**config.mk**
```make
export PLATFORM = sky130hd
export DESIGN_NAME = led_indicator_control
export DESIGN_NICKNAME = d
export VERILOG_FILES = /design/src/hw/led_ind_pkg.sv /design/src/hw/pin_sync.sv /design/src/hw/blink_timer.sv /design/src/hw/led_indicator_control.sv
export SDC_FILE = /design/constraint.sdc
export NUM_CORES = 1
export LEC_CHECK = 0
export ABC_AREA = 1
export BUFFER_PORTS_ARGS = -buffer_cell sky130_fd_sc_hd__buf_2
export CAP_MARGIN = 30
export CORE_UTILIZATION = 50
export CTS_CLUSTER_SIZE = 20
export DETAILED_ROUTE_END_ITERATION = 8
export GPL_ROUTABILITY_DRIVEN = 0
export PLACE_DENSITY = 0.82
export SETUP_SLACK_MARGIN = 0.4
export SKIP_CTS_REPAIR_TIMING = 1
export SLEW_MARGIN = 20
export SYNTH_ARGS = -nofsm -noshare
export SYNTH_HDL_FRONTEND = slang
export SYNTH_SLANG_ARGS = --single-unit
```
**constraint.sdc**
```tcl
create_clock -name aclk -period 2.85 [get_ports aclk]
set_input_delay 0.1425 -clock aclk [delete_from_list [all_inputs] [get_ports aclk]]
set_output_delay 0.1425 -clock aclk [all_outputs]
set_load 0.03 [all_outputs]
```
**src/hw/led_ind_pkg.sv**
```systemverilog
// Purpose: Shared constants for the indicator lamp controller.
// Assumes: 125 MHz core clock, 32-bit AXI4-Lite access.
// Notes: Each lamp owns one byte of the configuration word.
package led_ind_pkg;

    // ************************************************************
    // Clock and timing
    // ************************************************************
    localparam int unsigned CLK_PERIOD_NS = 8;
    localparam int unsigned NS_PER_MS = 1000000;
    localparam int unsigned CYCLES_PER_MS = NS_PER_MS / CLK_PERIOD_NS;
    localparam int unsigned BLINK_HALF_MS = 200;

    // ************************************************************
    // Structure
    // ************************************************************
    localparam int unsigned NUM_LAMPS = 3;
    localparam int unsigned ADDR_W = 8;
    localparam int unsigned FIELD_STRIDE = 8;
    localparam int unsigned MODE_LSB = 0;
    localparam int unsigned FLIP_BIT = 6;
    localparam int unsigned BLINK_BIT = 7;

    // ************************************************************
    // Register map
    // ************************************************************
    localparam logic [7:0] ADDR_CONFIG = 8'h00;
    localparam logic [7:0] ADDR_STATUS = 8'h04;
    localparam logic [31:0] CONFIG_RESET = 32'h0007_8B02;
    localparam logic [31:0] CONFIG_MASK = 32'h00CF_CFCF;
    localparam int unsigned STAT_PHASE_BIT = 3;
    localparam int unsigned STAT_LOADED_BIT = 4;
    localparam int unsigned STAT_LINK_BIT = 8;
    localparam int unsigned STAT_ACT_BIT = 9;
    localparam logic [1:0] RESP_OKAY = 2'h0;
    localparam logic [1:0] RESP_SLVERR = 2'h2;

    // ************************************************************
    // Source selector codes
    // ************************************************************
    localparam logic [3:0] SRC_LINK_10_1000 = 4'h0;
    localparam logic [3:0] SRC_LINK_100_1000 = 4'h1;
    localparam logic [3:0] SRC_LINK_ANY = 4'h2;
    localparam logic [3:0] SRC_FILTERED_ACT = 4'h3;
    localparam logic [3:0] SRC_LINK_ACT = 4'h4;
    localparam logic [3:0] SRC_LINK_10 = 4'h5;
    localparam logic [3:0] SRC_LINK_100 = 4'h6;
    localparam logic [3:0] SRC_LINK_1000 = 4'h7;
    localparam logic [3:0] SRC_PIN_MIRROR = 4'h8;
    localparam logic [3:0] SRC_FULL_DUPLEX = 4'h9;
    localparam logic [3:0] SRC_COLLISION = 4'hA;
    localparam logic [3:0] SRC_ACTIVITY = 4'hB;
    localparam logic [3:0] SRC_LINK_10_100 = 4'hC;
    localparam logic [3:0] SRC_TRANSMIT_HELD = 4'hD;
    localparam logic [3:0] SRC_LAMP_FORCED_LIT = 4'hE;
    localparam logic [3:0] SRC_LAMP_FORCED_DARK = 4'hF;

    typedef enum logic {LOAD_WAIT, LOAD_DONE} load_state_t;

endpackage

```
**src/hw/pin_sync.sv**
```systemverilog
// Purpose: Three-stage synchroniser with agreement filter for pin inputs.
// Assumes: Inputs are asynchronous to aclk.
// Notes: The output moves only when the second and third stages agree.
`timescale 1ns/1ps
module pin_sync #(
    parameter int unsigned WIDTH = 3
) (
    input wire logic aclk,
    input wire logic aresetn,
    input wire logic ce,
    input wire logic [WIDTH-1:0] pin_async,
    output logic [WIDTH-1:0] pin_clean
);

    logic [WIDTH-1:0] meta_ff;
    logic [WIDTH-1:0] s2_ff;
    logic [WIDTH-1:0] s3_ff;
    logic [WIDTH-1:0] clean_ff;
    logic [WIDTH-1:0] agree;

    // The first stage feeds only the second, so a metastable level never
    // reaches the comparator.
    assign agree = ~(s2_ff ^ s3_ff);
    assign pin_clean = clean_ff;

    always_ff @(posedge aclk)
    begin
        if (!aresetn)
        begin
            meta_ff <= '0;
            s2_ff <= '0;
            s3_ff <= '0;
            clean_ff <= '0;
        end
        else if (ce)
        begin
            meta_ff <= pin_async;
            s2_ff <= meta_ff;
            s3_ff <= s2_ff;
            clean_ff <= (agree & s3_ff) | (~agree & clean_ff);
        end
    end

endmodule

```
**src/hw/blink_timer.sv**
```systemverilog
// Purpose: Shared blink phase generator built on a millisecond tick.
// Assumes: One tick of the prescaler per CYC_PER_MS enabled clocks.
// Notes: All lamps share this phase and blink in step.
`timescale 1ns/1ps
module blink_timer #(
    parameter int unsigned CYC_PER_MS = 125000,
    parameter int unsigned HALF_MS = 200
) (
    input wire logic aclk,
    input wire logic aresetn,
    input wire logic ce,
    output logic phase
);

    localparam int unsigned CW = $clog2(CYC_PER_MS);
    localparam int unsigned MW = $clog2(HALF_MS);
    localparam logic [CW-1:0] CYC_LAST = CW'(CYC_PER_MS - 1);
    localparam logic [MW-1:0] MS_LAST = MW'(HALF_MS - 1);

    logic [CW-1:0] cyc_ff;
    logic [MW-1:0] ms_ff;
    logic phase_ff;
    logic ms_tick;
    logic half_done;

    assign ms_tick = (cyc_ff == CYC_LAST);
    assign half_done = ms_tick && (ms_ff == MS_LAST);
    assign phase = phase_ff;

    always_ff @(posedge aclk)
    begin
        if (!aresetn)
        begin
            cyc_ff <= '0;
            ms_ff <= '0;
            phase_ff <= 1'b1;
        end
        else if (ce)
        begin
            cyc_ff <= ms_tick ? '0 : cyc_ff + CW'(1);
            if (ms_tick)
            begin
                ms_ff <= half_done ? '0 : ms_ff + MW'(1);
            end
            if (half_done)
            begin
                phase_ff <= ~phase_ff;
            end
        end
    end

endmodule

```
**src/hw/led_indicator_control.sv**
```systemverilog
// Purpose: Three configurable indicator lamp drivers with AXI4-Lite access.
// Assumes: Link and traffic status inputs come from logic on aclk;
//          software pins are synchronised here.
// Notes: Lamp pins are active low, sinking the lamp cathode.
//
// Operation
// - Three lamp outputs, each with own source, polarity and blink settings.
// - Four-bit selector per lamp; 1110b forces lit, 1111b forces dark.
// - Polarity flip inverts the source before blink logic and pin.
// - Blink enabled: 200 ms lit, 200 ms dark while source asserted.
// - Link-and-traffic with blink: dark, steady without traffic, else blink.
// - 0000b 10/1000 link, 0001b 100/1000 link, 1100b 10/100 link.
// - 0101b, 0110b, 0111b assert only for exact 10, 100, 1000 link.
// - 0010b asserts for a link at any speed.
// - 0011b asserts with link and filtered frames moving.
// - 0100b without blink asserts with link and no traffic.
// - 1000b mirrors software pin of the same index.
// - 1001b asserts with link in full duplex, deasserts in half duplex.
// - 1010b asserts while a collision is observed.
// - 1011b asserts with link and any frames moving.
// - 1101b asserts while the transmitter is held by flow control.
// - After reset the configuration loads defaults from the config store unless a software config write comes first.
//
// Implementation choices: the AXI4-Lite interface to the registers and the address map.
`timescale 1ns/1ps
module led_indicator_control
    import led_ind_pkg::*;
#(
    parameter int unsigned CYC_PER_MS = led_ind_pkg::CYCLES_PER_MS,
    parameter int unsigned LAMPS = led_ind_pkg::NUM_LAMPS
) (
    input wire logic aclk,
    input wire logic aresetn,
    input wire logic ce,
    input wire logic [led_ind_pkg::ADDR_W-1:0] s_axil_awaddr,
    input wire logic s_axil_awvalid,
    output logic s_axil_awready,
    input wire logic [31:0] s_axil_wdata,
    input wire logic [3:0] s_axil_wstrb,
    input wire logic s_axil_wvalid,
    output logic s_axil_wready,
    output logic [1:0] s_axil_bresp,
    output logic s_axil_bvalid,
    input wire logic s_axil_bready,
    input wire logic [led_ind_pkg::ADDR_W-1:0] s_axil_araddr,
    input wire logic s_axil_arvalid,
    output logic s_axil_arready,
    output logic [31:0] s_axil_rdata,
    output logic [1:0] s_axil_rresp,
    output logic s_axil_rvalid,
    input wire logic s_axil_rready,
    input wire logic link_up,
    input wire logic speed_10,
    input wire logic speed_100,
    input wire logic speed_1000,
    input wire logic full_duplex,
    input wire logic collision_seen,
    input wire logic tx_active,
    input wire logic rx_active,
    input wire logic filtered_active,
    input wire logic transmit_held,
    input wire logic software_pin_zero,
    input wire logic software_pin_one,
    input wire logic software_pin_two,
    input wire logic [31:0] integrated_config_store_word,
    input wire logic integrated_config_store_valid,
    output logic [2:0] lamp_n
);

    import led_ind_pkg::*;

    // ************************************************************
    // Elaboration checks
    // ************************************************************
    generate
        if (LAMPS != 3)
        begin : g_bad_lamps
            $error("Lamp count must be three.");
        end
        if (CYC_PER_MS < 2)
        begin : g_bad_ms
            $error("Prescale must be at least two.");
        end
    endgenerate

    // ************************************************************
    // Functions
    // ************************************************************
    function automatic logic [31:0] apply_strobe(input logic [31:0] old_val,
                                                 input logic [31:0] new_val,
                                                 input logic [3:0] strb);
        logic [31:0] res;
        res = old_val;
        for (int b = 0; b < 4; b++)
        begin
            if (strb[b])
            begin
                res[b*8 +: 8] = new_val[b*8 +: 8];
            end
        end
        return res;
    endfunction

    function automatic logic pick_source(input logic [3:0] mode,
                                         input logic mirror_pin,
                                         input logic blink_on,
                                         input logic [9:0] st);
        // st: {held, filt, act, coll, fdx, s1000, s100, s10, link, spare}
        logic lnk;
        logic act;
        logic res;
        lnk = st[1];
        act = st[7];
        res = 1'b0;
        case (mode)
            SRC_LINK_10_1000: res = lnk & (st[2] | st[4]);
            SRC_LINK_100_1000: res = lnk & (st[3] | st[4]);
            SRC_LINK_10_100: res = lnk & (st[2] | st[3]);
            SRC_LINK_ANY: res = lnk;
            SRC_FILTERED_ACT: res = lnk & st[8];
            SRC_LINK_ACT: res = blink_on ? lnk : (lnk & ~act);
            SRC_LINK_10: res = lnk & st[2];
            SRC_LINK_100: res = lnk & st[3];
            SRC_LINK_1000: res = lnk & st[4];
            SRC_PIN_MIRROR: res = mirror_pin;
            SRC_FULL_DUPLEX: res = lnk & st[5];
            SRC_COLLISION: res = st[6];
            SRC_ACTIVITY: res = lnk & act;
            SRC_TRANSMIT_HELD: res = st[9];
            SRC_LAMP_FORCED_LIT: res = 1'b1;
            SRC_LAMP_FORCED_DARK: res = 1'b0;
            default: res = 1'b0;
        endcase
        return res;
    endfunction

    // ************************************************************
    // Declarations
    // ************************************************************
    logic [31:0] indicator_config_reg_ff;
    logic [31:0] nxt_indicator_config_reg;
    load_state_t load_state_ff;
    load_state_t nxt_load_state;
    logic bvalid_ff;
    logic [1:0] bresp_ff;
    logic rvalid_ff;
    logic [31:0] rdata_ff;
    logic [1:0] rresp_ff;
    logic [2:0] lamp_n_ff;
    logic [2:0] pins_clean;
    logic blink_phase;
    logic [2:0] lamp_lit;
    logic [9:0] status_vec;
    logic any_activity;
    logic wr_fire;
    logic rd_fire;
    logic wr_hit_config;
    logic wr_hit_status;
    logic rd_hit_config;
    logic rd_hit_status;
    logic [31:0] status_word;
    logic [31:0] rd_word;
    logic [31:0] written_config;

    // ************************************************************
    // Submodules
    // ************************************************************
    pin_sync #(
        .WIDTH(3)
    ) u_pin_sync (
        .aclk(aclk),
        .aresetn(aresetn),
        .ce(ce),
        .pin_async({software_pin_two, software_pin_one, software_pin_zero}),
        .pin_clean(pins_clean)
    );

    blink_timer #(
        .CYC_PER_MS(CYC_PER_MS),
        .HALF_MS(BLINK_HALF_MS)
    ) u_blink_timer (
        .aclk(aclk),
        .aresetn(aresetn),
        .ce(ce),
        .phase(blink_phase)
    );

    // ************************************************************
    // Lamp datapath
    // ************************************************************
    assign any_activity = tx_active | rx_active;
    assign status_vec = {transmit_held, filtered_active, any_activity, collision_seen,
                         full_duplex, speed_1000, speed_100, speed_10, link_up, 1'b0};

    genvar gi;
    generate
        for (gi = 0; gi < 3; gi++)
        begin : g_lamp
            wire logic [3:0] mode;
            wire logic flip;
            wire logic blink_on;
            wire logic raw_src;
            wire logic src;
            wire logic linkact_blink;
            assign mode = indicator_config_reg_ff[gi*FIELD_STRIDE + MODE_LSB +: 4];
            assign flip = indicator_config_reg_ff[gi*FIELD_STRIDE + FLIP_BIT];
            assign blink_on = indicator_config_reg_ff[gi*FIELD_STRIDE + BLINK_BIT];
            assign raw_src = pick_source(mode, pins_clean[gi], blink_on, status_vec);
            // The flip happens ahead of the blink gate, so a flipped dark source
            // blinks; software is expected to avoid that pairing.
            assign src = raw_src ^ flip;
            assign linkact_blink = (mode == SRC_LINK_ACT) && !any_activity;
            // A dark source stays dark whatever the phase.
            assign lamp_lit[gi] = blink_on ? (src & (blink_phase | linkact_blink)) : src;
        end
    endgenerate

    // ************************************************************
    // Bus decode
    // ************************************************************
    // Address and data are taken together; a master offering one waits.
    assign wr_fire = ce && s_axil_awvalid && s_axil_wvalid && !bvalid_ff;
    assign rd_fire = ce && s_axil_arvalid && !rvalid_ff;
    assign s_axil_awready = wr_fire;
    assign s_axil_wready = wr_fire;
    assign s_axil_arready = rd_fire;
    assign wr_hit_config = (s_axil_awaddr[ADDR_W-1:2] == ADDR_CONFIG[ADDR_W-1:2]);
    assign wr_hit_status = (s_axil_awaddr[ADDR_W-1:2] == ADDR_STATUS[ADDR_W-1:2]);
    assign rd_hit_config = (s_axil_araddr[ADDR_W-1:2] == ADDR_CONFIG[ADDR_W-1:2]);
    assign rd_hit_status = (s_axil_araddr[ADDR_W-1:2] == ADDR_STATUS[ADDR_W-1:2]);
    assign written_config = apply_strobe(indicator_config_reg_ff, s_axil_wdata,
                                         s_axil_wstrb) & CONFIG_MASK;

    always_comb
    begin
        status_word = 32'h0000_0000;
        status_word[2:0] = lamp_lit;
        status_word[STAT_PHASE_BIT] = blink_phase;
        status_word[STAT_LOADED_BIT] = (load_state_ff == LOAD_DONE);
        status_word[STAT_LINK_BIT] = link_up;
        status_word[STAT_ACT_BIT] = any_activity;
    end

    assign rd_word = rd_hit_config ? indicator_config_reg_ff :
                     (rd_hit_status ? status_word : 32'h0000_0000);

    // ************************************************************
    // Configuration register and default load
    // ************************************************************
    // A software write before the store answers wins and ends the load,
    // so a late store word never overwrites a deliberate setting.
    always_comb
    begin
        nxt_indicator_config_reg = indicator_config_reg_ff;
        nxt_load_state = load_state_ff;
        case (load_state_ff)
            LOAD_WAIT:
            begin
                if (wr_fire && wr_hit_config)
                begin
                    nxt_indicator_config_reg = written_config;
                    nxt_load_state = LOAD_DONE;
                end
                else if (integrated_config_store_valid)
                begin
                    nxt_indicator_config_reg = integrated_config_store_word & CONFIG_MASK;
                    nxt_load_state = LOAD_DONE;
                end
            end
            LOAD_DONE:
            begin
                if (wr_fire && wr_hit_config)
                begin
                    nxt_indicator_config_reg = written_config;
                end
            end
            default:
            begin
                nxt_load_state = LOAD_DONE;
            end
        endcase
    end

    always_ff @(posedge aclk)
    begin
        if (!aresetn)
        begin
            indicator_config_reg_ff <= CONFIG_RESET;
            load_state_ff <= LOAD_WAIT;
        end
        else if (ce)
        begin
            indicator_config_reg_ff <= nxt_indicator_config_reg;
            load_state_ff <= nxt_load_state;
        end
    end

    // ************************************************************
    // Bus responses
    // ************************************************************
    always_ff @(posedge aclk)
    begin
        if (!aresetn)
        begin
            bvalid_ff <= 1'b0;
            bresp_ff <= RESP_OKAY;
        end
        else if (ce)
        begin
            if (wr_fire)
            begin
                bvalid_ff <= 1'b1;
                bresp_ff <= (wr_hit_config || wr_hit_status) ? RESP_OKAY : RESP_SLVERR;
            end
            else if (s_axil_bready)
            begin
                bvalid_ff <= 1'b0;
            end
        end
    end

    always_ff @(posedge aclk)
    begin
        if (!aresetn)
        begin
            rvalid_ff <= 1'b0;
            rdata_ff <= 32'h0000_0000;
            rresp_ff <= RESP_OKAY;
        end
        else if (ce)
        begin
            if (rd_fire)
            begin
                rvalid_ff <= 1'b1;
                rdata_ff <= rd_word;
                rresp_ff <= (rd_hit_config || rd_hit_status) ? RESP_OKAY : RESP_SLVERR;
            end
            else if (s_axil_rready)
            begin
                rvalid_ff <= 1'b0;
            end
        end
    end

    // ************************************************************
    // Lamp pins
    // ************************************************************
    // Pins are registered so lamp edges are glitch free; low lights a lamp.
    always_ff @(posedge aclk)
    begin
        if (!aresetn)
        begin
            lamp_n_ff <= 3'h7;
        end
        else if (ce)
        begin
            lamp_n_ff <= ~lamp_lit;
        end
    end

    assign lamp_n = lamp_n_ff;
    assign s_axil_bvalid = bvalid_ff;
    assign s_axil_bresp = bresp_ff;
    assign s_axil_rvalid = rvalid_ff;
    assign s_axil_rdata = rdata_ff;
    assign s_axil_rresp = rresp_ff;

endmodule

```
==> results.md, run 1 <==
- WHS Path Cells: 3
- Sequential-to-total area share from yosys stat: 35.1%
- Final setup viols: 0
- DRT iter0 DRCs: 270
- Outcome: finished with violations
- Area Growth Syn to Fin: 15.5%
- Final Max Tran Viols: 0
- Root buffer cell: clkbuf_8
- Layout cell share with drive strength beyond 1: 16.6%
- Largest net degree at the start of global routing: 40
- Worst VDD drop: 0.401 mV
- Final critical-path share of the clock period: 78.1%
- Max_cap viols: 0
- Max-slew headroom: 39.8%
- Fin crit period: 2.23 ns
- Antenna diode count: 0
- PwrDens: 479 mW/mm^2
- Fmax: 449 MHz
- CP Class: flop to flop
- Startpoint Class: flop
- Register area: 0.00166 sq mm
- CTS Buf Count: 9
- Die W: 99.3 um
- Crit-path max FO: 20
- FF-to-FF path depth: 10
- Global-route wire length before repair: 20300 um
- Setup TNS: 0 ns
- WL/cell: 13.2 um
- Delay-heaviest family, CP: compound AO/OA/AOI/OAI gates
- Max Buffers Root-to-Sink: 2
- Avg Vias per Cell: 5.25
- Clk pin slew, worst setup/hold paths: 0.09 ns
- Combinational group share of total power: 19.3%
- Clock network fraction of design power: 32.4%
- CTS tree: done
- Worst Path Required: 3.11 ns
- Crit path arrival time: 2.49 ns
- Crit path buf inv count: 2
- Sw Ratio: 31.7%
- CTS sink count: 83
- Hold Crit Class: input pin to flop
- Core ar.: 0.00920 sq mm
- Post-Synthesis Cells: 748
- Placed cells: 940
- Initial Util: 51.5%
- Cell area after synthesis: 0.00474 sq mm
- Sequence of cells on the critical path: nor2_2 -> nand3_2 -> inv_2 -> nand2_1 -> o21bai_4 -> inv_1 -> o21ai_0 -> nand2_1 -> nand2_1 -> nor2_1
- Area of the die: 0.00986 sq mm
- Cell with the largest stage delay on the worst path: o21bai_4
- Yosys warning total: 0
- Final hold vios: 1
- Worst reg2reg startpoint: s_axil_bvalid$_SDFFE_PN0P_
- Hold_sp: software_pin_one
- ANT nets after route: 0
- Layout Cells excl Fill: 956
- Final Net Count: 949
- Die height: 99.3 um
- Worst skew pair latency: 0.37 ns
- Internal Dissipation: 1.79 mW
- Vias: 5023
- Actual slew at the worst max-slew pin: 0.902 ns
- Syn Area/Cell: 6.33 sq um
- Hold slack: -0.00372 ns
- Fin Clk Skew: 0.0110 ns
- RSZ-0062 raised after global routing: no
- P_leak: 2.69 nW
- Sequential power share: 48.3%
- Drt drc: 0
- First-pass detailed-route iteration total: 5
- Switching pwr: 0.830 mW
- Crit end category: flop
- Post-synthesis register bit count: 83
- All-Layer GR Usage: 26.1%
- # rows: 35
- Hold path endpoint: u_pin_sync.meta_ff[1]$_SDFFE_PN0P_
- Post-detail-place hpwl: 9250 um
- Slowest cell delay on critical path: 0.44 ns
- Routed wire length: 12600 um
- Vias in the first global route: 4483
- Port Buffer Count: 101
- Antenna violations before repair: 0
- Failing checks: negative hold slack
- H-tree Lvls: 3
- RR Endpoint: indicator_config_reg_ff[22]$_SDFFE_PN0P_
- IO Count: 150
- Synth unique cells: 34
- Worst R2R Setup Slack: 0.62 ns
- CP most frequent cell: nand2_1
- Area of the multi-input gates: 0.00257 sq mm
- Total global routing overflow: 0
- Fillers: 910
cells in the mapped netlist:
cell / number / area [sq um]
nand3b_1: 2 / 15.0
a21boi_0: 2 / 15.0
ha_1: 2 / 25.0
nor2_2: 2 / 12.5
a21oi_1: 38 / 190
nand3_1: 70 / 350
clkbuf_1: 22 / 82.6
dfxtp_1: 83 / 1660
o221ai_1: 3 / 26.3
xor2_1: 2 / 17.5
inv_2: 2 / 7.51
a211oi_1: 3 / 22.5
xnor2_1: 1 / 8.76
a31oi_1: 1 / 6.26
nand4_1: 11 / 68.8
nor2_1: 101 / 379
o21bai_1: 3 / 22.5
a2111oi_0: 8 / 70.1
buf_6: 2 / 22.5
o211ai_1: 9 / 67.6
inv_1: 86 / 323
nor4_1: 3 / 18.8
nand2_1: 194 / 728
conb_1: 1 / 3.75
nor3_4: 1 / 16.3
buf_4: 16 / 120
or2_2: 10 / 62.6
nor4_2: 1 / 12.5
nand3_2: 1 / 10.0
nor3_1: 11 / 55.1
o21ai_0: 50 / 250
o21bai_4: 1 / 18.8
nor3b_1: 3 / 22.5
o21a_1: 3 / 22.5
kinds of logic (layout without fill, tap and decap cells):
family          Yosys count  after routing  synth area share [%]
simple gates            410            410                  37.0
buf+inv                 128            211                  11.7
compound gates          121            121                  15.0
flops                    83             83                  35.1
xor+xnor                  3              3                 0.555
fa+ha+maj                 2              2                 0.528
other cells               1             15                0.0792
stage by stage:
| step | instance area [sq um] | total power [mW] | setup WS, ns | util [%] |
|---|---|---|---|---|
| 5_1_grt | 5470 | 2.74 | 0.409 | 59.5 |
| 6_report | 5470 | 2.62 | 0.623 | 59.5 |
| 3_5_place_dp | 5270 | 1.79 | 0.657 | 57.3 |
| 2_1_floorplan | 4790 | 1.64 | 0.981 | - |
| 3_3_place_gp | 5270 | 1.78 | 0.653 | 57.3 |
| 4_1_cts | 5460 | 2.62 | 0.638 | 59.3 |
worst min-delay path: cells and delay by family:
family                 cells  cell delay (ns)
buffers and inverters      1             0.08
and+or+nand+nor            2             0.11
metal layers:
| layer | part of all wire (%) | GRT usage [%] | up-vias |
|---|---|---|---|
| li1 | - | - | 2583 |
| met1 | 44 | 33.2 | 2240 |
| met2 | 46 | 42.8 | 172 |
| met3 | 7.6 | 5.13 | 28 |
| met4 | 2.7 | 11.9 | 0 |
| met5 | 0 | 0 | - |
registers in the layout (all words and copies together) (netlist names), named ones only:
| signal | flops |
|---|---|
| indicator_config_reg_ff | 18 |
| load_state_ff | 1 |
| u_pin_sync.meta_ff | 3 |
| u_blink_timer.cyc_ff | 17 |
| s_axil_rresp | 1 |
| u_pin_sync.s2_ff | 3 |
| u_blink_timer.ms_ff | 8 |
| lamp_n | 3 |
| s_axil_rdata | 19 |
| u_pin_sync.s3_ff | 3 |
| s_axil_bvalid | 1 |
| s_axil_rvalid | 1 |
| u_blink_timer.phase | 1 |
| s_axil_bresp | 1 |
cell usage in the layout (no fill, tap or decap), types with 3 or more instances in the layout:
master / Yosys / layout
buf_2: 0 / 101
dfxtp_1: 83 / 83
a211oi_1: 3 / 3
o21a_1: 3 / 3
conb_1: 1 / 15
nand2_1: 194 / 194
nand3_1: 70 / 70
buf_4: 16 / 5
clkbuf_8: 0 / 9
nor3b_1: 3 / 3
o21bai_1: 3 / 3
inv_1: 86 / 86
nor3_1: 11 / 11
a2111oi_0: 8 / 8
or2_2: 10 / 10
o21ai_0: 50 / 50
nand4_1: 11 / 11
nor2_2: 2 / 3
nor2_1: 101 / 100
a21oi_1: 38 / 38
nor4_1: 3 / 3
o221ai_1: 3 / 3
o211ai_1: 9 / 9
cell type report:
type	count	area share [%]
tap	111	2.54
inverter	88	6.04
timing repair buffer	108	10.5
clock buffer	10	2.33
multi-input combinational	551	47.1
clock inverter	5	1.14
sequential	83	30.4
power by group through the flow:
stage / Sequential (mW) / Clock, mW / Combinational, mW
finish: 1.26 / 0.847 / 0.505
detailed placement: 1.29 / 0 / 0.498
CTS: 1.26 / 0.860 / 0.501
global route: 1.27 / 0.906 / 0.566
global placement: 1.29 / 0 / 0.494
floorplan: 1.32 / 0 / 0.320
worst max path at each step:
stage                          startpoint                                        to  slack [ns]  cells after the start
5_1_grt        s_axil_bvalid$_SDFFE_PN0P_  indicator_config_reg_ff[22]$_SDFFE_PN0P_        0.41                     10
3_3_place_gp             s_axil_awaddr[3]  indicator_config_reg_ff[22]$_SDFFE_PN0P_        0.65                      9
4_1_cts        s_axil_bvalid$_SDFFE_PN0P_  indicator_config_reg_ff[22]$_SDFFE_PN0P_        0.64                     10
6_report       s_axil_bvalid$_SDFFE_PN0P_  indicator_config_reg_ff[22]$_SDFFE_PN0P_        0.62                     10
2_1_floorplan  s_axil_bvalid$_SDFFE_PN0P_  indicator_config_reg_ff[19]$_SDFFE_PN0P_        0.98                     11
3_5_place_dp             s_axil_awaddr[3]  indicator_config_reg_ff[22]$_SDFFE_PN0P_        0.66                      9
(Power assumes the default switching activity.)
==> inputs of run 2 (changes only) <==
--- a/config.mk
+++ b/config.mk
@@ -5,14 +5,14 @@
 export SDC_FILE = /design/constraint.sdc
 export NUM_CORES = 1
 export LEC_CHECK = 0
-export ABC_AREA = 1
+export ABC_AREA = 0
 export BUFFER_PORTS_ARGS = -buffer_cell sky130_fd_sc_hd__buf_2
 export CAP_MARGIN = 30
-export CORE_UTILIZATION = 50
+export CORE_UTILIZATION = 46
 export CTS_CLUSTER_SIZE = 20
 export DETAILED_ROUTE_END_ITERATION = 8
 export GPL_ROUTABILITY_DRIVEN = 0
-export PLACE_DENSITY = 0.82
+export PLACE_DENSITY = 0.79
 export SETUP_SLACK_MARGIN = 0.4
 export SKIP_CTS_REPAIR_TIMING = 1
 export SLEW_MARGIN = 20
==> constraint.sdc (replaced) <==
create_clock -name aclk -period 1.8 [get_ports aclk]
set_input_delay 0.09 -clock aclk [delete_from_list [all_inputs] [get_ports aclk]]
set_output_delay 0.09 -clock aclk [all_outputs]
set_load 0.03 [all_outputs]
==> results.md, run 2 <==
- Outcome: finished with violations
- Failing checks: negative hold slack
- Power Total: 4.04 mW
- Worst setup path startpoint: indicator_config_reg_ff[1]$_SDFFE_PN1P_
- Final instance area: 0.00642 sq mm
- Syn Area/Cell: 7.93 sq um
- Total global routing overflow: 0
- Post-Synthesis Cells: 581
- Cell area after synthesis: 0.00461 sq mm
- Final hold vios: 1
- Largest net degree at the start of global routing: 37
- Worst skew pair latency: 0.37 ns
- Max Buffers Root-to-Sink: 2
- Final Net Count: 812
- WHS Path Cells: 4
- FF-to-FF path depth: 6
- Fin crit period: 1.71 ns
- P_leak: 2.64 nW
- Hold Crit Class: input pin to flop
- Post-synth ARST share: 0%
- Placed cells: 799
- Final critical-path share of the clock period: 95.3%
- Post-route core utilization: 66.0%
- Crit-path max FO: 7
- Area of the die: 0.0104 sq mm
- EDFF count, synth: 0
- Worst reg2reg startpoint: indicator_config_reg_ff[1]$_SDFFE_PN1P_
- Actual slew at the worst max-slew pin: 0.727 ns
- Post-synthesis register bit count: 83
- Crit path arrival time: 1.98 ns
- Hold_sp: s_axil_rready
- Routed wire length: 13300 um
- Worst VDD drop: 0.385 mV
- Root buffer cell: clkbuf_8
- Most common cell after layout, fill and taps aside: buf_2
- Crit end category: flop
- All-Layer GR Usage: 22.4%
- CTS Buf Count: 9
- Sequential-to-total area share from yosys stat: 36.1%
- RSZ-0062 raised after global routing: yes
- Area Growth Syn to Fin: 39.4%
- Max-slew headroom: 51.5%
- Final setup viols: 0
- Drt drc: 0
- CTS sink count: 83
- First-pass detailed-route iteration total: 5
- # rows: 36
- Post-detail-place hpwl: 8730 um
- Synth unique cells: 63
- Hold path endpoint: s_axil_rvalid$_SDFFE_PN0P_
- Initial Util: 47.4%
- Die W: 102 um
- Area contributors post-synth: dfxtp_1 36%, nand2_1 6.4%, nor2_1 5.1%, mux2i_1 3.5%, a21oi_1 2.8%
- Global-route wire length before repair: 18500 um
- Antenna violations before repair: 0
- Layout Cells excl Fill: 842
- Main synth FF type: dfxtp_1
- Die height: 102 um
- ANT nets after route: 0
- Yosys warning total: 0
- H-tree Lvls: 3
- DP Area: 0.00545 sq mm
- Port Buffer Count: 101
- Clk pin slew, worst setup/hold paths: 0.09 ns
- Count leader, synth: dfxtp_1
- Antenna diode count: 0
- CP Class: flop to flop
- Worst R2R Setup Slack: 0.09 ns
- Fin Clk Skew: 0.0113 ns
- Post-synth top cells: 83 x dfxtp_1, 78 x nand2_1, 63 x nor2_1
- PwrDens: 629 mW/mm^2
- Core ar.: 0.00973 sq mm
- Startpoint Class: flop
- Hold slack: -0.00438 ns
- Layout cell share with drive strength beyond 1: 40.9%
- WL/cell: 15.8 um
- Fmax: 583 MHz
- Avg Vias per Cell: 5.59
- RR Endpoint: s_axil_rdata[0]$_SDFFE_PN0P_
- Max FFs per register: 19
- Synth top area share: 36.1%
- Pre-CTS WS: -0.0476 ns
- PnR worst setup slack: 0.0852 ns
- Setup TNS: 0 ns
- Final Max Tran Viols: 0
- Vias in the first global route: 3965
- CTS tree: done
- Synth area leader: dfxtp_1
- DRT iter0 DRCs: 357
- IO Count: 150
- Worst Path Required: 2.07 ns
- Most frequent cells in the layout: 100 x buf_2, 75 x nand2_1, 52 x dfxtp_1, 44 x nor2_1, 28 x buf_4
- Vias: 4710
- Max_cap viols: 0
[run 2: worst max-delay path by stage]
stage / depth (start not counted) / endpoint
5_1_grt: 6 / s_axil_rdata[0]$_SDFFE_PN0P_
2_1_floorplan: 6 / indicator_config_reg_ff[15]$_SDFFE_PN1P_
3_3_place_gp: 7 / indicator_config_reg_ff[3]$_SDFFE_PN0P_
4_1_cts: 6 / lamp_n[0]$_SDFFE_PN1P_
3_5_place_dp: 7 / indicator_config_reg_ff[2]$_SDFFE_PN0P_
6_report: 6 / s_axil_rdata[0]$_SDFFE_PN0P_
[run 2: cells by family after synthesis]
family | share of synthesized area, %
XOR/XNOR | 3.99
other | 0.0814
multiplexers | 4.21
flip-flops | 36.1
buffers and inverters | 8.42
AND/OR/NAND/NOR | 27.4
AO/OA/AOI/OAI | 19.3
adder cells (fa/ha/maj) | 0.543
[run 2: critical path, stage by stage, from the launching register on]
cell and delay, ns:
dfxtp_4 0.37, buf_4 0.14, a2111oi_4 0.30, a221oi_2 0.12, a32oi_2 0.37, mux2i_1 0.25
nand2_1 0.07
[run 2: layout make-up]
| cell class | instances | area (sq um) |
|---|---|---|
| Clock buffer | 12 | 145 |
| Clock inverter | 4 | 26.3 |
| Fill cell | 753 | 3310 |
| Inverter | 25 | 101 |
| Multi-Input combinational cell | 435 | 3200 |
| Sequential cell | 83 | 1740 |
| Tap cell | 133 | 166 |
| Timing Repair Buffer | 150 | 1040 |
[run 2: report_power, final]
| group | internal [mW] | total (mW) | switching [mW] |
|---|---|---|---|
| Combinational | 0.372 | 0.858 | 0.486 |
| Sequential | 1.89 | 1.98 | 0.0880 |
| Clock | 0.537 | 1.21 | 0.668 |
| Total | 2.80 | 4.04 | 1.24 |
[run 2: per-layer routing]
| metal | track usage (%) | share of wire, % | up-vias | wire length [um] |
|---|---|---|---|---|
| met5 | 0 | 0 | - | 0 |
| met4 | 8.68 | 2.4 | 0 | 319 |
| li1 | - | - | 2270 | - |
| met2 | 35.7 | 48 | 230 | 6370 |
| met3 | 4.04 | 7.1 | 26 | 936 |
| met1 | 30.3 | 43 | 2184 | 5640 |
